File: config.mk
export PLATFORM = sky130hd
export DESIGN_NAME = ssae_exec
export DESIGN_NICKNAME = d
export VERILOG_FILES = /design/src/inc/ssae_pkg.sv /design/src/logic/ssae_exec.sv
export SDC_FILE = /design/constraint.sdc
export NUM_CORES = 1
export LEC_CHECK = 0
export ABC_AREA = 1
export BUFFER_PORTS_ARGS = -buffer_cell sky130_fd_sc_hd__buf_2
export CAP_MARGIN = 20
export CORE_MARGIN = 3
export CORE_UTILIZATION = 30
export CTS_CLUSTER_SIZE = 25
export DETAILED_ROUTE_END_ITERATION = 8
export SKIP_LAST_GASP = 1
export SYNTH_ARGS = -nofsm -noshare
export SYNTH_HDL_FRONTEND = slang
export SYNTH_SLANG_ARGS = --single-unit
File: constraint.sdc
create_clock -name mclk_i -period 2.95 [get_ports mclk_i]
set_input_delay 0 -clock mclk_i [delete_from_list [all_inputs] [get_ports mclk_i]]
set_output_delay 0 -clock mclk_i [all_outputs]
set_load 0.02 [all_outputs]
File: src/inc/ssae_pkg.sv
// Constants, types and state record of the bit-serial shift/arithmetic datapath
// Summary of operation
// - Left shift: extension MSB caught at word end, then delays accumulator left
// - Left cycle: accumulator MSB caught at word end, moved at T24 to gating
// - Without cycle modifier, zeros enter extension low end
// - Count decrements at phase 3 T24; zero sets shift-done, forcing phase 7
// - Phase 7 bumps program counter, ends instruction, loads opcode 20 at T24
// - Left shift sets overflow at T0 when sign would change
// - Left cycle never sets overflow
// - Normalize sets shift-done early once two top bits differ
// - Normalize decrements index serially, carry flop as borrow
// - Add 55, subtract 54: phase 0 then phase 6 serial add
// - Subtract inverts operand and presets carry
// - Phase 6 word end returns to phase 0
// - Phase 6 T0 sets overflow when inputs agree but sum differs
// - Multiply step phase 0: extend sign two places, shift pair right
// - Multiply step phase 6: add or subtract multiplicand, shift right again
// - Multiplier bits examined in phase 0
// - Multiplier bit B21 held in subtract flag
// - Phase 0 T23: match flag when two lowest multiplier bits equal
// - Match starts arithmetic one clock later, doubling multiplicand
// - Three equal bits set gating flop at phase 6 T24, adding zero
// - Right-shift flag set at phase 0 T24, cleared at instruction end
// - Overflow set makes right shift extend zeros; low bit enters extension top
// - Count and modifiers move into the address register, modifiers on top
package ssae_pkg;
  // Bit slots of one word time: T24, T23..T0, then end-of-word
  localparam logic [4:0] SLOT_T24 = 5'h00;
  localparam logic [4:0] SLOT_T23 = 5'h01;
  localparam logic [4:0] SLOT_T9 = 5'h0F;
  localparam logic [4:0] SLOT_T0 = 5'h18;
  localparam logic [4:0] SLOT_TP = 5'h19;
  localparam logic [5:0] OP_NOP = 6'h10;
  localparam logic [5:0] OP_SUB = 6'h2C;
  localparam logic [5:0] OP_ADD = 6'h2D;
  localparam logic [5:0] OP_MUS = 6'h34;
  localparam logic [5:0] OP_SHL = 6'h37;
  localparam logic [7:0] OFF_CTRL = 8'h00;
  localparam logic [7:0] OFF_ACC = 8'h04;
  localparam logic [7:0] OFF_EXT = 8'h08;
  localparam logic [7:0] OFF_IDX = 8'h0C;
  localparam logic [7:0] OFF_OPND = 8'h10;
  localparam logic [7:0] OFF_STAT = 8'h14;
  localparam logic [7:0] OFF_PC = 8'h18;
  localparam int CTRL_START_BIT = 0;
  localparam int CTRL_OP_LSB = 8;
  localparam int CTRL_CNT_LSB = 16;
  localparam int CTRL_CYC_BIT = 22;
  localparam int CTRL_NORM_BIT = 23;
  localparam int STAT_OF_BIT = 4;
  localparam int ADDR_CYC_BIT = 13;
  localparam int ADDR_NORM_BIT = 12;

  typedef enum logic [2:0] {PH_0, PH_1, PH_3, PH_6, PH_7} ssae_phase_t;

  typedef struct packed {
    logic psel;
    logic penable;
    logic pwrite;
    logic [7:0] paddr;
    logic [31:0] pwdata;
  } ssae_apb_req_t;

  typedef struct packed {
    logic run;
    logic pend;
    ssae_phase_t phase;
    logic [4:0] slot;
    logic [5:0] opcode;
    logic [5:0] cmd_count;
    logic cmd_cyc;
    logic cmd_norm;
    logic [13:0] addr;
    logic [13:0] pc;
    logic [23:0] a;
    logic [23:0] b;
    logic [23:0] x;
    logic [23:0] c;
    logic [25:0] ax;
    logic overflow_flag;
    logic shift_done_flag;
    logic right_shift_flag;
    logic subtract_flag;
    logic delay_match_flop;
    logic increment_flop;
    logic gating_delay_flop;
    logic index_carry_flop;
    logic adder_carry_flop;
    logic end_pulse;
    logic [31:0] rdata;
  } ssae_state_t;

  localparam ssae_state_t SSAE_STATE_RST = '0;
endpackage

File: src/logic/ssae_exec.sv
// Bit-serial shift, add/subtract and multiply-step datapath with APB registers
`timescale 1ns/1ns
module ssae_exec
  import ssae_pkg::*;
(
  input wire logic mclk_i,
  input wire logic resetn_i,
  input wire ssae_apb_req_t apb_req_i,
  output logic [31:0] prdata_o,
  output logic pready_o,
  output logic pslverr_o,
  output logic busy_o,
  output logic instr_end_o,
  output logic overflow_o,
  output logic word_end_o
);
  ssae_state_t s_r;
  ssae_state_t s_nxt;
  logic hit;
  logic setup;
  logic wr;
  logic busy;
  logic is_sub;
  logic is_addsub;
  logic is_mus;
  logic is_shl;
  logic cyc;
  logic norm;
  logic bit_slot;

  assign hit = (apb_req_i.paddr == OFF_CTRL) || (apb_req_i.paddr == OFF_ACC)
    || (apb_req_i.paddr == OFF_EXT) || (apb_req_i.paddr == OFF_IDX)
    || (apb_req_i.paddr == OFF_OPND) || (apb_req_i.paddr == OFF_STAT)
    || (apb_req_i.paddr == OFF_PC);
  assign setup = apb_req_i.psel && !apb_req_i.penable;
  assign wr = apb_req_i.psel && apb_req_i.penable && apb_req_i.pwrite && hit;
  assign busy = s_r.run || s_r.pend;
  assign is_sub = s_r.opcode == OP_SUB;
  assign is_addsub = is_sub || (s_r.opcode == OP_ADD);
  assign is_mus = s_r.opcode == OP_MUS;
  assign is_shl = s_r.opcode == OP_SHL;
  assign cyc = s_r.addr[ADDR_CYC_BIT];
  assign norm = s_r.addr[ADDR_NORM_BIT];
  // Data bits occupy T23..T0, least significant first
  assign bit_slot = (s_r.slot >= SLOT_T23) && (s_r.slot <= SLOT_T0);

  always_comb
  begin
    logic xb;
    logic yb;
    logic sb;
    logic ext;
    logic [25:0] opnd;
    logic [25:0] sum26;
    xb = 1'b0;
    yb = 1'b0;
    sb = 1'b0;
    ext = 1'b0;
    opnd = '0;
    sum26 = '0;
    s_nxt = s_r;
    s_nxt.end_pulse = 1'b0;
    s_nxt.slot = (s_r.slot == SLOT_TP) ? SLOT_T24 : s_r.slot + 5'h01;

    // Read data is latched in the setup cycle so it comes from flops
    if (setup)
    begin
      if (apb_req_i.paddr == OFF_CTRL)
        s_nxt.rdata = {8'h00, s_r.cmd_norm, s_r.cmd_cyc, s_r.cmd_count, 2'b00,
          s_r.opcode, 8'h00};
      else if (apb_req_i.paddr == OFF_ACC)
        s_nxt.rdata = {8'h00, s_r.a};
      else if (apb_req_i.paddr == OFF_EXT)
        s_nxt.rdata = {8'h00, s_r.b};
      else if (apb_req_i.paddr == OFF_IDX)
        s_nxt.rdata = {8'h00, s_r.x};
      else if (apb_req_i.paddr == OFF_OPND)
        s_nxt.rdata = {8'h00, s_r.c};
      else if (apb_req_i.paddr == OFF_STAT)
        s_nxt.rdata = {22'h000000, s_r.gating_delay_flop, s_r.delay_match_flop,
          s_r.subtract_flag, s_r.right_shift_flag, s_r.shift_done_flag,
          s_r.overflow_flag, s_r.phase, busy};
      else if (apb_req_i.paddr == OFF_PC)
        s_nxt.rdata = {18'h00000, s_r.pc};
      else
        s_nxt.rdata = 32'h00000000;
    end

    // Software writes come first so that a hardware set in the same cycle wins
    if (wr)
    begin
      if (apb_req_i.paddr == OFF_STAT)
      begin
        if (apb_req_i.pwdata[STAT_OF_BIT])
          s_nxt.overflow_flag = 1'b0;
      end
      else if (!busy)
      begin
        if (apb_req_i.paddr == OFF_CTRL)
        begin
          s_nxt.opcode = apb_req_i.pwdata[CTRL_OP_LSB +: 6];
          s_nxt.cmd_count = apb_req_i.pwdata[CTRL_CNT_LSB +: 6];
          s_nxt.cmd_cyc = apb_req_i.pwdata[CTRL_CYC_BIT];
          s_nxt.cmd_norm = apb_req_i.pwdata[CTRL_NORM_BIT];
          s_nxt.pend = apb_req_i.pwdata[CTRL_START_BIT];
        end
        else if (apb_req_i.paddr == OFF_ACC)
          s_nxt.a = apb_req_i.pwdata[23:0];
        else if (apb_req_i.paddr == OFF_EXT)
          s_nxt.b = apb_req_i.pwdata[23:0];
        else if (apb_req_i.paddr == OFF_IDX)
          s_nxt.x = apb_req_i.pwdata[23:0];
        else if (apb_req_i.paddr == OFF_OPND)
          s_nxt.c = apb_req_i.pwdata[23:0];
        else if (apb_req_i.paddr == OFF_PC)
          s_nxt.pc = apb_req_i.pwdata[13:0];
      end
    end

    // A start waits for a word boundary so phase 0 sees a whole word
    if (s_r.pend && (s_r.slot == SLOT_TP))
    begin
      s_nxt.pend = 1'b0;
      s_nxt.run = 1'b1;
      s_nxt.phase = PH_0;
    end

    if (s_r.run)
    begin
      case (s_r.phase)
        PH_0:
        begin
          if (is_mus && (s_r.slot == SLOT_T24))
            s_nxt.right_shift_flag = 1'b1;
          // Multiplier bits are read here, phase 6 sees them too late
          if (is_mus && (s_r.slot == SLOT_T23))
          begin
            s_nxt.delay_match_flop = s_r.b[0] == s_r.b[1];
            s_nxt.subtract_flag = s_r.b[2];
          end
          if (is_shl && (s_r.slot == SLOT_T9))
          begin
            s_nxt.addr = '0;
            s_nxt.addr[ADDR_CYC_BIT] = s_r.cmd_cyc;
            s_nxt.addr[ADDR_NORM_BIT] = s_r.cmd_norm;
            s_nxt.addr[5:0] = s_r.cmd_count;
          end
          if (s_r.slot == SLOT_TP)
          begin
            if (is_mus)
            begin
              ext = s_r.overflow_flag ? 1'b0 : s_r.a[23];
              s_nxt.ax = {ext, ext, ext, s_r.a[23:1]};
              s_nxt.a = {ext, s_r.a[23:1]};
              s_nxt.b = {s_r.a[0], s_r.b[23:1]};
              s_nxt.overflow_flag = 1'b0;
              s_nxt.phase = PH_6;
            end
            else if (is_addsub)
              s_nxt.phase = PH_6;
            else if (is_shl)
            begin
              s_nxt.delay_match_flop = s_r.b[23];
              s_nxt.increment_flop = s_r.a[23];
              s_nxt.phase = PH_1;
            end
            else
              s_nxt.phase = PH_7;
          end
        end
        PH_1:
        begin
          // Memory is idle here; this word only checks the count and the top bits
          if (s_r.slot == SLOT_T0)
          begin
            if (s_r.addr[5:0] == 6'h00)
              s_nxt.shift_done_flag = 1'b1;
            if (norm && (s_r.a[23] != s_r.a[22]))
              s_nxt.shift_done_flag = 1'b1;
          end
          if (s_r.slot == SLOT_TP)
            s_nxt.phase = s_r.shift_done_flag ? PH_7 : PH_3;
        end
        PH_3:
        begin
          if (s_r.slot == SLOT_T24)
          begin
            s_nxt.addr[5:0] = s_r.addr[5:0] - 6'h01;
            s_nxt.gating_delay_flop = cyc && s_r.increment_flop;
            s_nxt.increment_flop = 1'b0;
            s_nxt.index_carry_flop = 1'b1;
          end
          if (norm && bit_slot)
          begin
            xb = s_r.x[0];
            s_nxt.x = {xb ^ s_r.index_carry_flop, s_r.x[23:1]};
            s_nxt.index_carry_flop = s_r.index_carry_flop && !xb;
          end
          if (s_r.slot == SLOT_T0)
          begin
            if (!cyc && (s_r.a[23] != s_r.a[22]))
              s_nxt.overflow_flag = 1'b1;
            if (s_r.addr[5:0] == 6'h00)
              s_nxt.shift_done_flag = 1'b1;
            // This shift still happens and leaves a normalized value; no further shift follows
            if (norm && (s_r.a[22] != s_r.a[21]))
              s_nxt.shift_done_flag = 1'b1;
          end
          if (s_r.slot == SLOT_TP)
          begin
            s_nxt.a = {s_r.a[22:0], s_r.delay_match_flop};
            s_nxt.b = {s_r.b[22:0], s_r.gating_delay_flop};
            s_nxt.delay_match_flop = s_r.b[22];
            s_nxt.increment_flop = s_r.a[22];
            if (s_r.shift_done_flag)
              s_nxt.phase = PH_7;
          end
        end
        PH_6:
        begin
          if (is_addsub)
          begin
            if (s_r.slot == SLOT_T24)
              s_nxt.adder_carry_flop = is_sub;
            if (bit_slot)
            begin
              xb = s_r.a[0];
              yb = s_r.c[0] ^ is_sub;
              sb = xb ^ yb ^ s_r.adder_carry_flop;
              s_nxt.adder_carry_flop = (xb && yb) || (xb && s_r.adder_carry_flop)
                || (yb && s_r.adder_carry_flop);
              s_nxt.a = {sb, s_r.a[23:1]};
              s_nxt.c = {s_r.c[0], s_r.c[23:1]};
              if ((s_r.slot == SLOT_T0) && (xb == yb) && (sb != xb))
                s_nxt.overflow_flag = 1'b1;
            end
          end
          else if (is_mus)
          begin
            // Original multiplier bits B22 now sit in the extension low bit
            if (s_r.slot == SLOT_T24)
              s_nxt.gating_delay_flop = s_r.delay_match_flop
                && (s_r.b[0] == s_r.subtract_flag);
            if (s_r.slot == SLOT_TP)
            begin
              // A one-clock later start is the doubled operand
              if (s_r.gating_delay_flop)
                opnd = '0;
              else if (s_r.delay_match_flop)
                opnd = {s_r.c[23], s_r.c, 1'b0};
              else
                opnd = {s_r.c[23], s_r.c[23], s_r.c};
              sum26 = s_r.subtract_flag ? s_r.ax - opnd : s_r.ax + opnd;
              s_nxt.ax = {sum26[25], sum26[25:1]};
              s_nxt.a = sum26[24:1];
              s_nxt.b = {sum26[0], s_r.b[23:1]};
            end
          end
        end
        PH_7:
        begin
          if (s_r.slot == SLOT_T24)
            s_nxt.opcode = OP_NOP;
        end
        default:
        begin
          s_nxt.phase = PH_0;
        end
      endcase

      if ((s_r.slot == SLOT_TP) && ((s_r.phase == PH_6) || (s_r.phase == PH_7)))
      begin
        s_nxt.run = 1'b0;
        s_nxt.phase = PH_0;
        s_nxt.pc = s_r.pc + 14'h0001;
        s_nxt.end_pulse = 1'b1;
        s_nxt.right_shift_flag = 1'b0;
        s_nxt.subtract_flag = 1'b0;
        s_nxt.delay_match_flop = 1'b0;
        s_nxt.gating_delay_flop = 1'b0;
        s_nxt.shift_done_flag = 1'b0;
      end
    end
  end

  always_ff @(posedge mclk_i)
  begin
    if (!resetn_i)
      s_r <= SSAE_STATE_RST;
    else
      s_r <= s_nxt;
  end

  // Zero-wait slave: every access phase completes at once
  assign pready_o = 1'b1;
  assign pslverr_o = apb_req_i.psel && apb_req_i.penable && !hit;
  assign prdata_o = s_r.rdata;
  assign busy_o = busy;
  assign instr_end_o = s_r.end_pulse;
  assign overflow_o = s_r.overflow_flag;
  assign word_end_o = s_r.slot == SLOT_TP;

  // Checks
  logic [22:0] a_lo;
  logic [5:0] cnt_seen;
  logic ph3;
  logic ph6;
  assign a_lo = s_r.a[22:0];
  assign cnt_seen = s_r.addr[5:0];
  assign ph3 = s_r.run && (s_r.phase == PH_3);
  assign ph6 = s_r.run && (s_r.phase == PH_6);
endmodule

==> results of run 1 <==
-- logic make-up (layout without fill, tap and decap cells) --
family | after synthesis | count (layout)
AO/OA/AOI/OAI | 660 | 660
buffers and inverters | 623 | 812
AND/OR/NAND/NOR | 1461 | 1461
XOR/XNOR | 34 | 34
flip-flops | 201 | 201
other | 2 | 9
adder cells (fa/ha/maj) | 37 | 37
-- sequential cells by signal (all words and copies together), names as in the netlist --
name and count:
s_r 144, prdata_o 24, a_lo 23, cnt_seen 6, cyc 1, instr_end_o 1
norm 1, overflow_o 1
-- final cells by class --
type                    count  share of cell area (%)
clock inverters            14                  0.6634
repair buffers            323                   11.26
inverters                 439                   7.611
multi-input cells        2201                   54.20
well taps                 756                   4.323
flip-flops and latches    201                   18.43
clock buffers              36                   3.517
-- metrics by stage --
step / instance area (µm²) / hold WS (ns) / setup slack, ns / TNS (ns) / total power [mW]
CTS: 21370 / 0.02101 / -0.1578 / -2.598 / 6.605
finish: 21880 / 0.04332 / -0.1998 / -4.239 / 6.569
detailed placement: 19240 / 0.3171 / -0.5049 / -13.06 / 3.131
global placement: 19240 / 0.3120 / -0.4943 / -12.49 / 3.132
global route: 21880 / 0.04035 / -0.3847 / -10.73 / 6.738
floorplan: 17200 / 0.1447 / -0.05149 / -0.05149 / 2.976
-- routing by layer --
layer | up-vias | track usage (%)
li1 | 10098 | -
met1 | 9413 | 30.66
met2 | 1013 | 37.30
met3 | 216 | 4.250
met4 | 0 | 15.58
met5 | - | 0
-- final timing paths --
kind	startpoint	endpoint	slack, ns
max	s_r[37]$_SDFFE_PN0P_	a_lo[17]$_SDFF_PN0_	-0.20
min	apb_req_i[3]	s_r[167]$_SDFF_PN0_	0.04
max reg2reg	s_r[37]$_SDFFE_PN0P_	a_lo[17]$_SDFF_PN0_	-0.20
min reg2reg	prdata_o[12]$_SDFFE_PN0P_	prdata_o[12]$_SDFFE_PN0P_	0.46
-- tightest hold or removal path, cell delays in order --
cell and delay (ns):
buf_2 0.07, inv_1 0.21, nor2_1 0.16, o21ai_0 0.09, inv_1 0.05
-- placed cells by master (no fill, tap or decap), types with 10 or more instances in the layout --
master         Yosys  routed
a31oi_1           17      17
o21ai_0          227     200
nor3_1            16      10
nand2_4            2      15
xor2_1            23      20
nand2_1          901     840
inv_2             14      37
nor2_4             3      25
o21ai_2            0      11
buf_4             40     221
clkbuf_16          0      27
dlygate4sd3_1      0      21
nand4_1           29      29
nor2_1           218     186
a21oi_1          252     219
ha_1              35      13
nand2_2            1      47
dfxtp_1          201     197
buf_2             40      64
nor2_2            28      38
o21ai_1           48      61
a21oi_2            0      25
nand3_1          239     203
nand3_2            5      36
o211ai_1          40      40
ha_4               0      20
inv_1            417     390
o221ai_1          33      33
-- where the power goes --
| part | total (mW) | switching [mW] | internal (mW) |
|---|---|---|---|
| Sequential | 2.73 | 0.00768 | 2.72 |
| Combinational | 0.374 | 0.279 | 0.0953 |
| Clock | 3.47 | 1.46 | 2.01 |
| Total | 6.57 | 1.74 | 4.83 |
-- repair_timing --
item                       in CTS  in global routing
hold buffers                   21                  0
hold endpoints to repair       54                  0
setup endpoints to repair      39                 41
setup buffers                  16                 11
pin swaps                     101                 85
gates resized for setup       225                117
cloned                          1                  0
==> metrics.csv, run 1 <==
metric,value,unit
status,finished with violations,
failed_checks,setup timing,
start_util,30.39,%
hp-class,primary input to flop,
diodes,0,
cp_slowest_cell,dfxtp_4,
critPathTopFamily,simple AND/OR/NAND/NOR gates,
num_rows,87,
cts-root-buf,clkbuf_16,
die_area,60130,µm²
viasPerCell,5.224,
path_cells,"buf_6, nand2_2, nand3_4, nand2_2, inv_2, buf_4, nand2_4, nor2_4, inv_1, o21ai_2, xor2_1, inv_2, ha_4, a21oi_4, o21ai_2, a21oi_2, nand3_1, nand2_2, nand3_2, nand3_2, nand2_1, a21oi_1",
routed_wirelength,75360,µm
post-route-period-util,106.8,%
grt_usage,24.04,%
place.gp.congestion,0.9850,
met2_length,32790,µm
drt_iter0_markers,1962,
synth-simple-area-share,35.61,%
drc,0,
tightest_slew,0.7550,ns
top_layer,met4,
setup_viol_count_final,34,
synth_top_flop_cell,dfxtp_1,
drv_cap,0,
cp.depth,22,
cp-start-kind,flop,
synthArstFlopShare,0,%
netlist_instances,3018,
power_density,300.2,nW/µm²
avgRoutedWirePerCell,18.98,µm
yosys.area_share.adder,2.784,%
overflow,0,
synth_most_common_cell,nand2_1,
synth-seq-area-share,23.44,%
antenna_found_initial,0,
grt_pass1_vias,18800,
synth_top_area_share,23.44,%
netlist_area,17170,µm²
synth-compound-area-share,21.36,%
rsz0062_at_grt,yes,
slew_headroom,49.36,%
coreArea,56500,µm²
yosysUniqueCellTypes,50,
clock_path_buffers,3,
ir_drop,0.4790,mV
postRouteAntennaNets,0,
cp.arrival,3.66,ns
max_stage_delay,0.41,ns
worstHoldPathCells,5,
grt_first_pass_wirelength,112600,µm
cts_tree,built,
ff2ff_path_depth,22,
critical_path_required,3.46,ns
io_buffer_count,65,
ys.warnings.count,0,
worstSetupPathType,flop to flop,
skew,0.02013,ns
multi_input_area,11860,µm²
synthMuxAreaShare,0,%
yosys_register_bits,201,
wl_met1,29970,µm
clock-sinks,201,
worstSetupEndpointType,flop,
finalNetCount,3275,
synth_edf_count,0,
clk_latency,0.59,ns
num-fill-cells,6078,
hold_viol,0,
die_w,245.2,µm
leakagePower,10.72,nW
regArea,4031,µm²
cts_max_level,1,
first_pass_iters,8,
instances_no_fill,3970,
max_freq,317.5,MHz
grt_max_degree,67,
dp_hpwl,53520,µm
crit_buf_inv,5,
die_h,245.2,µm
met3_length,6999,µm
final_util,38.73,%
ys_top_cells_by_area,"dfxtp_1 23%, nand2_1 20%, inv_1 9.1%",
finalMaxSlewViolations,0,
synth_top_family_by_area,simple AND/OR/NAND/NOR gates,
fin_ws,-0.1998,ns
vias,20740,
path_common_cell,nand2_2,
syn_to_final_growth,27.46,%
period_minus_slack,3.150,ns
ys_top_cells_by_count,"901 x nand2_1, 417 x inv_1, 252 x a21oi_1",
clk_pin_slew_worst_paths,0.06,ns
synth_top_area_cell,dfxtp_1,
cp_max_fo,6,
ios,83,
synth_xor_area_share,1.735,%
place_inst,3873,
numCtsBuffers,27,
layout-drive-gt1-share,20.41,%
syn_area_per_cell,5.688,µm²
Power figures use the tool's default switching activity.
==> run 2, diff against run 1 <==
--- a/config.mk
+++ b/config.mk
@@ -12,6 +12,8 @@
 export CORE_UTILIZATION = 30
 export CTS_CLUSTER_SIZE = 25
 export DETAILED_ROUTE_END_ITERATION = 8
+export GPL_TIMING_DRIVEN = 0
+export MAX_ROUTING_LAYER = met4
 export SKIP_LAST_GASP = 1
 export SYNTH_ARGS = -nofsm -noshare
 export SYNTH_HDL_FRONTEND = slang
==> run 2 against run 1 <==
  * The run still ends with setup timing left
  * Die area did not move
  * Combinational power increased by 14%
  * Sequential cell count stayed put
  * Sequential power barely moved
  * Final cell count down 0.10%
==> metrics.csv, run 2 (synthesis gave the netlist of run 1 again) <==
metric,value,unit
status,finished with violations,
failed_checks,setup timing,
worstSetupEndpointType,flop,
grt_usage,28.30,%
instances_no_fill,3966,
drc,0,
ff2ff_path_depth,20,
critPathTopFamily,simple AND/OR/NAND/NOR gates,
drv_cap,0,
finalNetCount,3273,
antenna_found_initial,1,
power_density,306.9,nW/µm²
r2r-end,a_lo[16]$_SDFF_PN0_,
io_buffer_count,64,
place_area,18470,µm²
cp.arrival,3.83,ns
cp_max_fo,7,
period_minus_slack,3.322,ns
postRouteAntennaNets,0,
hold_viol,0,
tns,-7.259,ns
coreArea,56500,µm²
start_util,30.39,%
finalMaxSlewViolations,0,
largest_reg_flops,144,
leakagePower,10.31,nW
post-route-period-util,112.6,%
crit_buf_inv,4,
grt_pass1_vias,19224,
die_h,245.2,µm
cts_max_level,1,
setup_viol_count_final,31,
die_area,60130,µm²
path_cells,"buf_12, clkinv_8, nand3_4, ha_4, nand2_4, nor2_4, nand2_1, o21ai_1, xor2_1, inv_1, ha_4, nand2_4, buf_4, nor3_4, nand4_1, nand4_1, nand3_2, nand3_2, nand2_1, a21oi_1",
routed_wirelength,86560,µm
grt_max_degree,14,
skew,0.01543,ns
dp_hpwl,65970,µm
r2r_start,s_r[37]$_SDFFE_PN0P_,
cp_slowest_cell,ha_4,
worstSetupPathType,flop to flop,
cp.depth,20,
max_freq,301.0,MHz
drt_iter0_markers,2203,
critical_path_required,3.45,ns
reg2reg_slack,-0.37,ns
clk_pin_slew_worst_paths,0.06,ns
final_util,37.66,%
clock-sinks,201,
slew_headroom,33.94,%
holdPathEnd,prdata_o[23]$_SDFFE_PN0P_,
cts-root-buf,clkbuf_16,
place_inst,3845,
ios,83,
layout-drive-gt1-share,17.76,%
grt_first_pass_wirelength,124100,µm
overflow,0,
fin_area,21270,µm²
min-delay-start,apb_req_i[42],
rsz0062_at_grt,yes,
avgRoutedWirePerCell,21.83,µm
hp-class,primary input to flop,
cts_tree,built,
viasPerCell,5.325,
vias,21117,
num_rows,87,
max_stage_delay,0.36,ns
cp-start-kind,flop,
numCtsBuffers,27,
syn_to_final_growth,23.93,%
largest-register,s_r,
clk_latency,0.58,ns
ir_drop,0.3964,mV
layout_common_cells,"835 x nand2_1, 385 x inv_1, 228 x a21oi_1",
place.gp.congestion,1.052,
clock_path_buffers,3,
fin_ws,-0.3718,ns
diodes,0,
die_w,245.2,µm
first_pass_iters,6,
worstHoldPathCells,5,
mostFrequentLayoutCell,nand2_1,
tightest_slew,0.9908,ns
run 2: worst max path at each step:
| stage | start | endpoint |
|---|---|---|
| finish | s_r[37]$_SDFFE_PN0P_ | a_lo[16]$_SDFF_PN0_ |
| CTS | s_r[37]$_SDFFE_PN0P_ | a_lo[22]$_SDFF_PN0_ |
| global route | s_r[37]$_SDFFE_PN0P_ | s_r[163]$_SDFF_PN0_ |
| global placement | s_r[35]$_SDFFE_PN0P_ | a_lo[22]$_SDFF_PN0_ |
| floorplan | s_r[37]$_SDFFE_PN0P_ | a_lo[22]$_SDFF_PN0_ |
| detailed placement | s_r[35]$_SDFFE_PN0P_ | a_lo[6]$_SDFF_PN0_ |
run 2: through the flow:
stage,worst slack [ns],hold WS (ns),power (mW)
after CTS,-0.2466,0.001904,6.546
after floorplan,-0.05149,0.1447,2.976
final,-0.3718,0.03587,6.529
after global placement,-1.011,0.3550,3.180
after detailed placement,-1.028,0.3365,3.178
after global routing,-0.6555,0.01606,6.666
run 2: tightest hold or removal path: stages:
cell     delay [ns]
buf_2          0.10
inv_1          0.04
nor2_1         0.18
nand2_1        0.15
a21oi_1        0.07
run 2: routing by layer:
layer | vias up | share of wire (%) | global-route usage (%)
met5 | - | 0 | -
met4 | 0 | 6.6 | 14.99
met3 | 255 | 8.6 | 4.075
li1 | 10069 | - | -
met2 | 1047 | 44 | 44.56
met1 | 9746 | 41 | 35.13
run 2: timing repair:
action                                  in CTS  in global routing
endpoints found under the setup margin      54                 44
hold buffers                                19                  0
gates resized for setup                    248                121
pin swaps                                   84                 92
cloned                                       4                  0
setup buffers                               34                 16
endpoints found under the hold margin       24                  0
run 2: area by class of cell:
class	count	area [µm²]
clock inverter	12	155.1
multi-input combinational	2201	11840
inverter	439	1667
buffer	184	979.7
clock buffer	36	719.4
sequential	201	4038
fill	6222	35220
timing repair inverter	1	6.256
timing repair buffer	136	928.4
tap	756	945.9
run 2: power by group:
group          switching, mW  total [mW]  internal, mW
Combinational          0.330       0.426        0.0964
Clock                   1.40        3.38          1.98
Sequential           0.00845        2.73          2.72
Total                   1.74        6.53          4.79
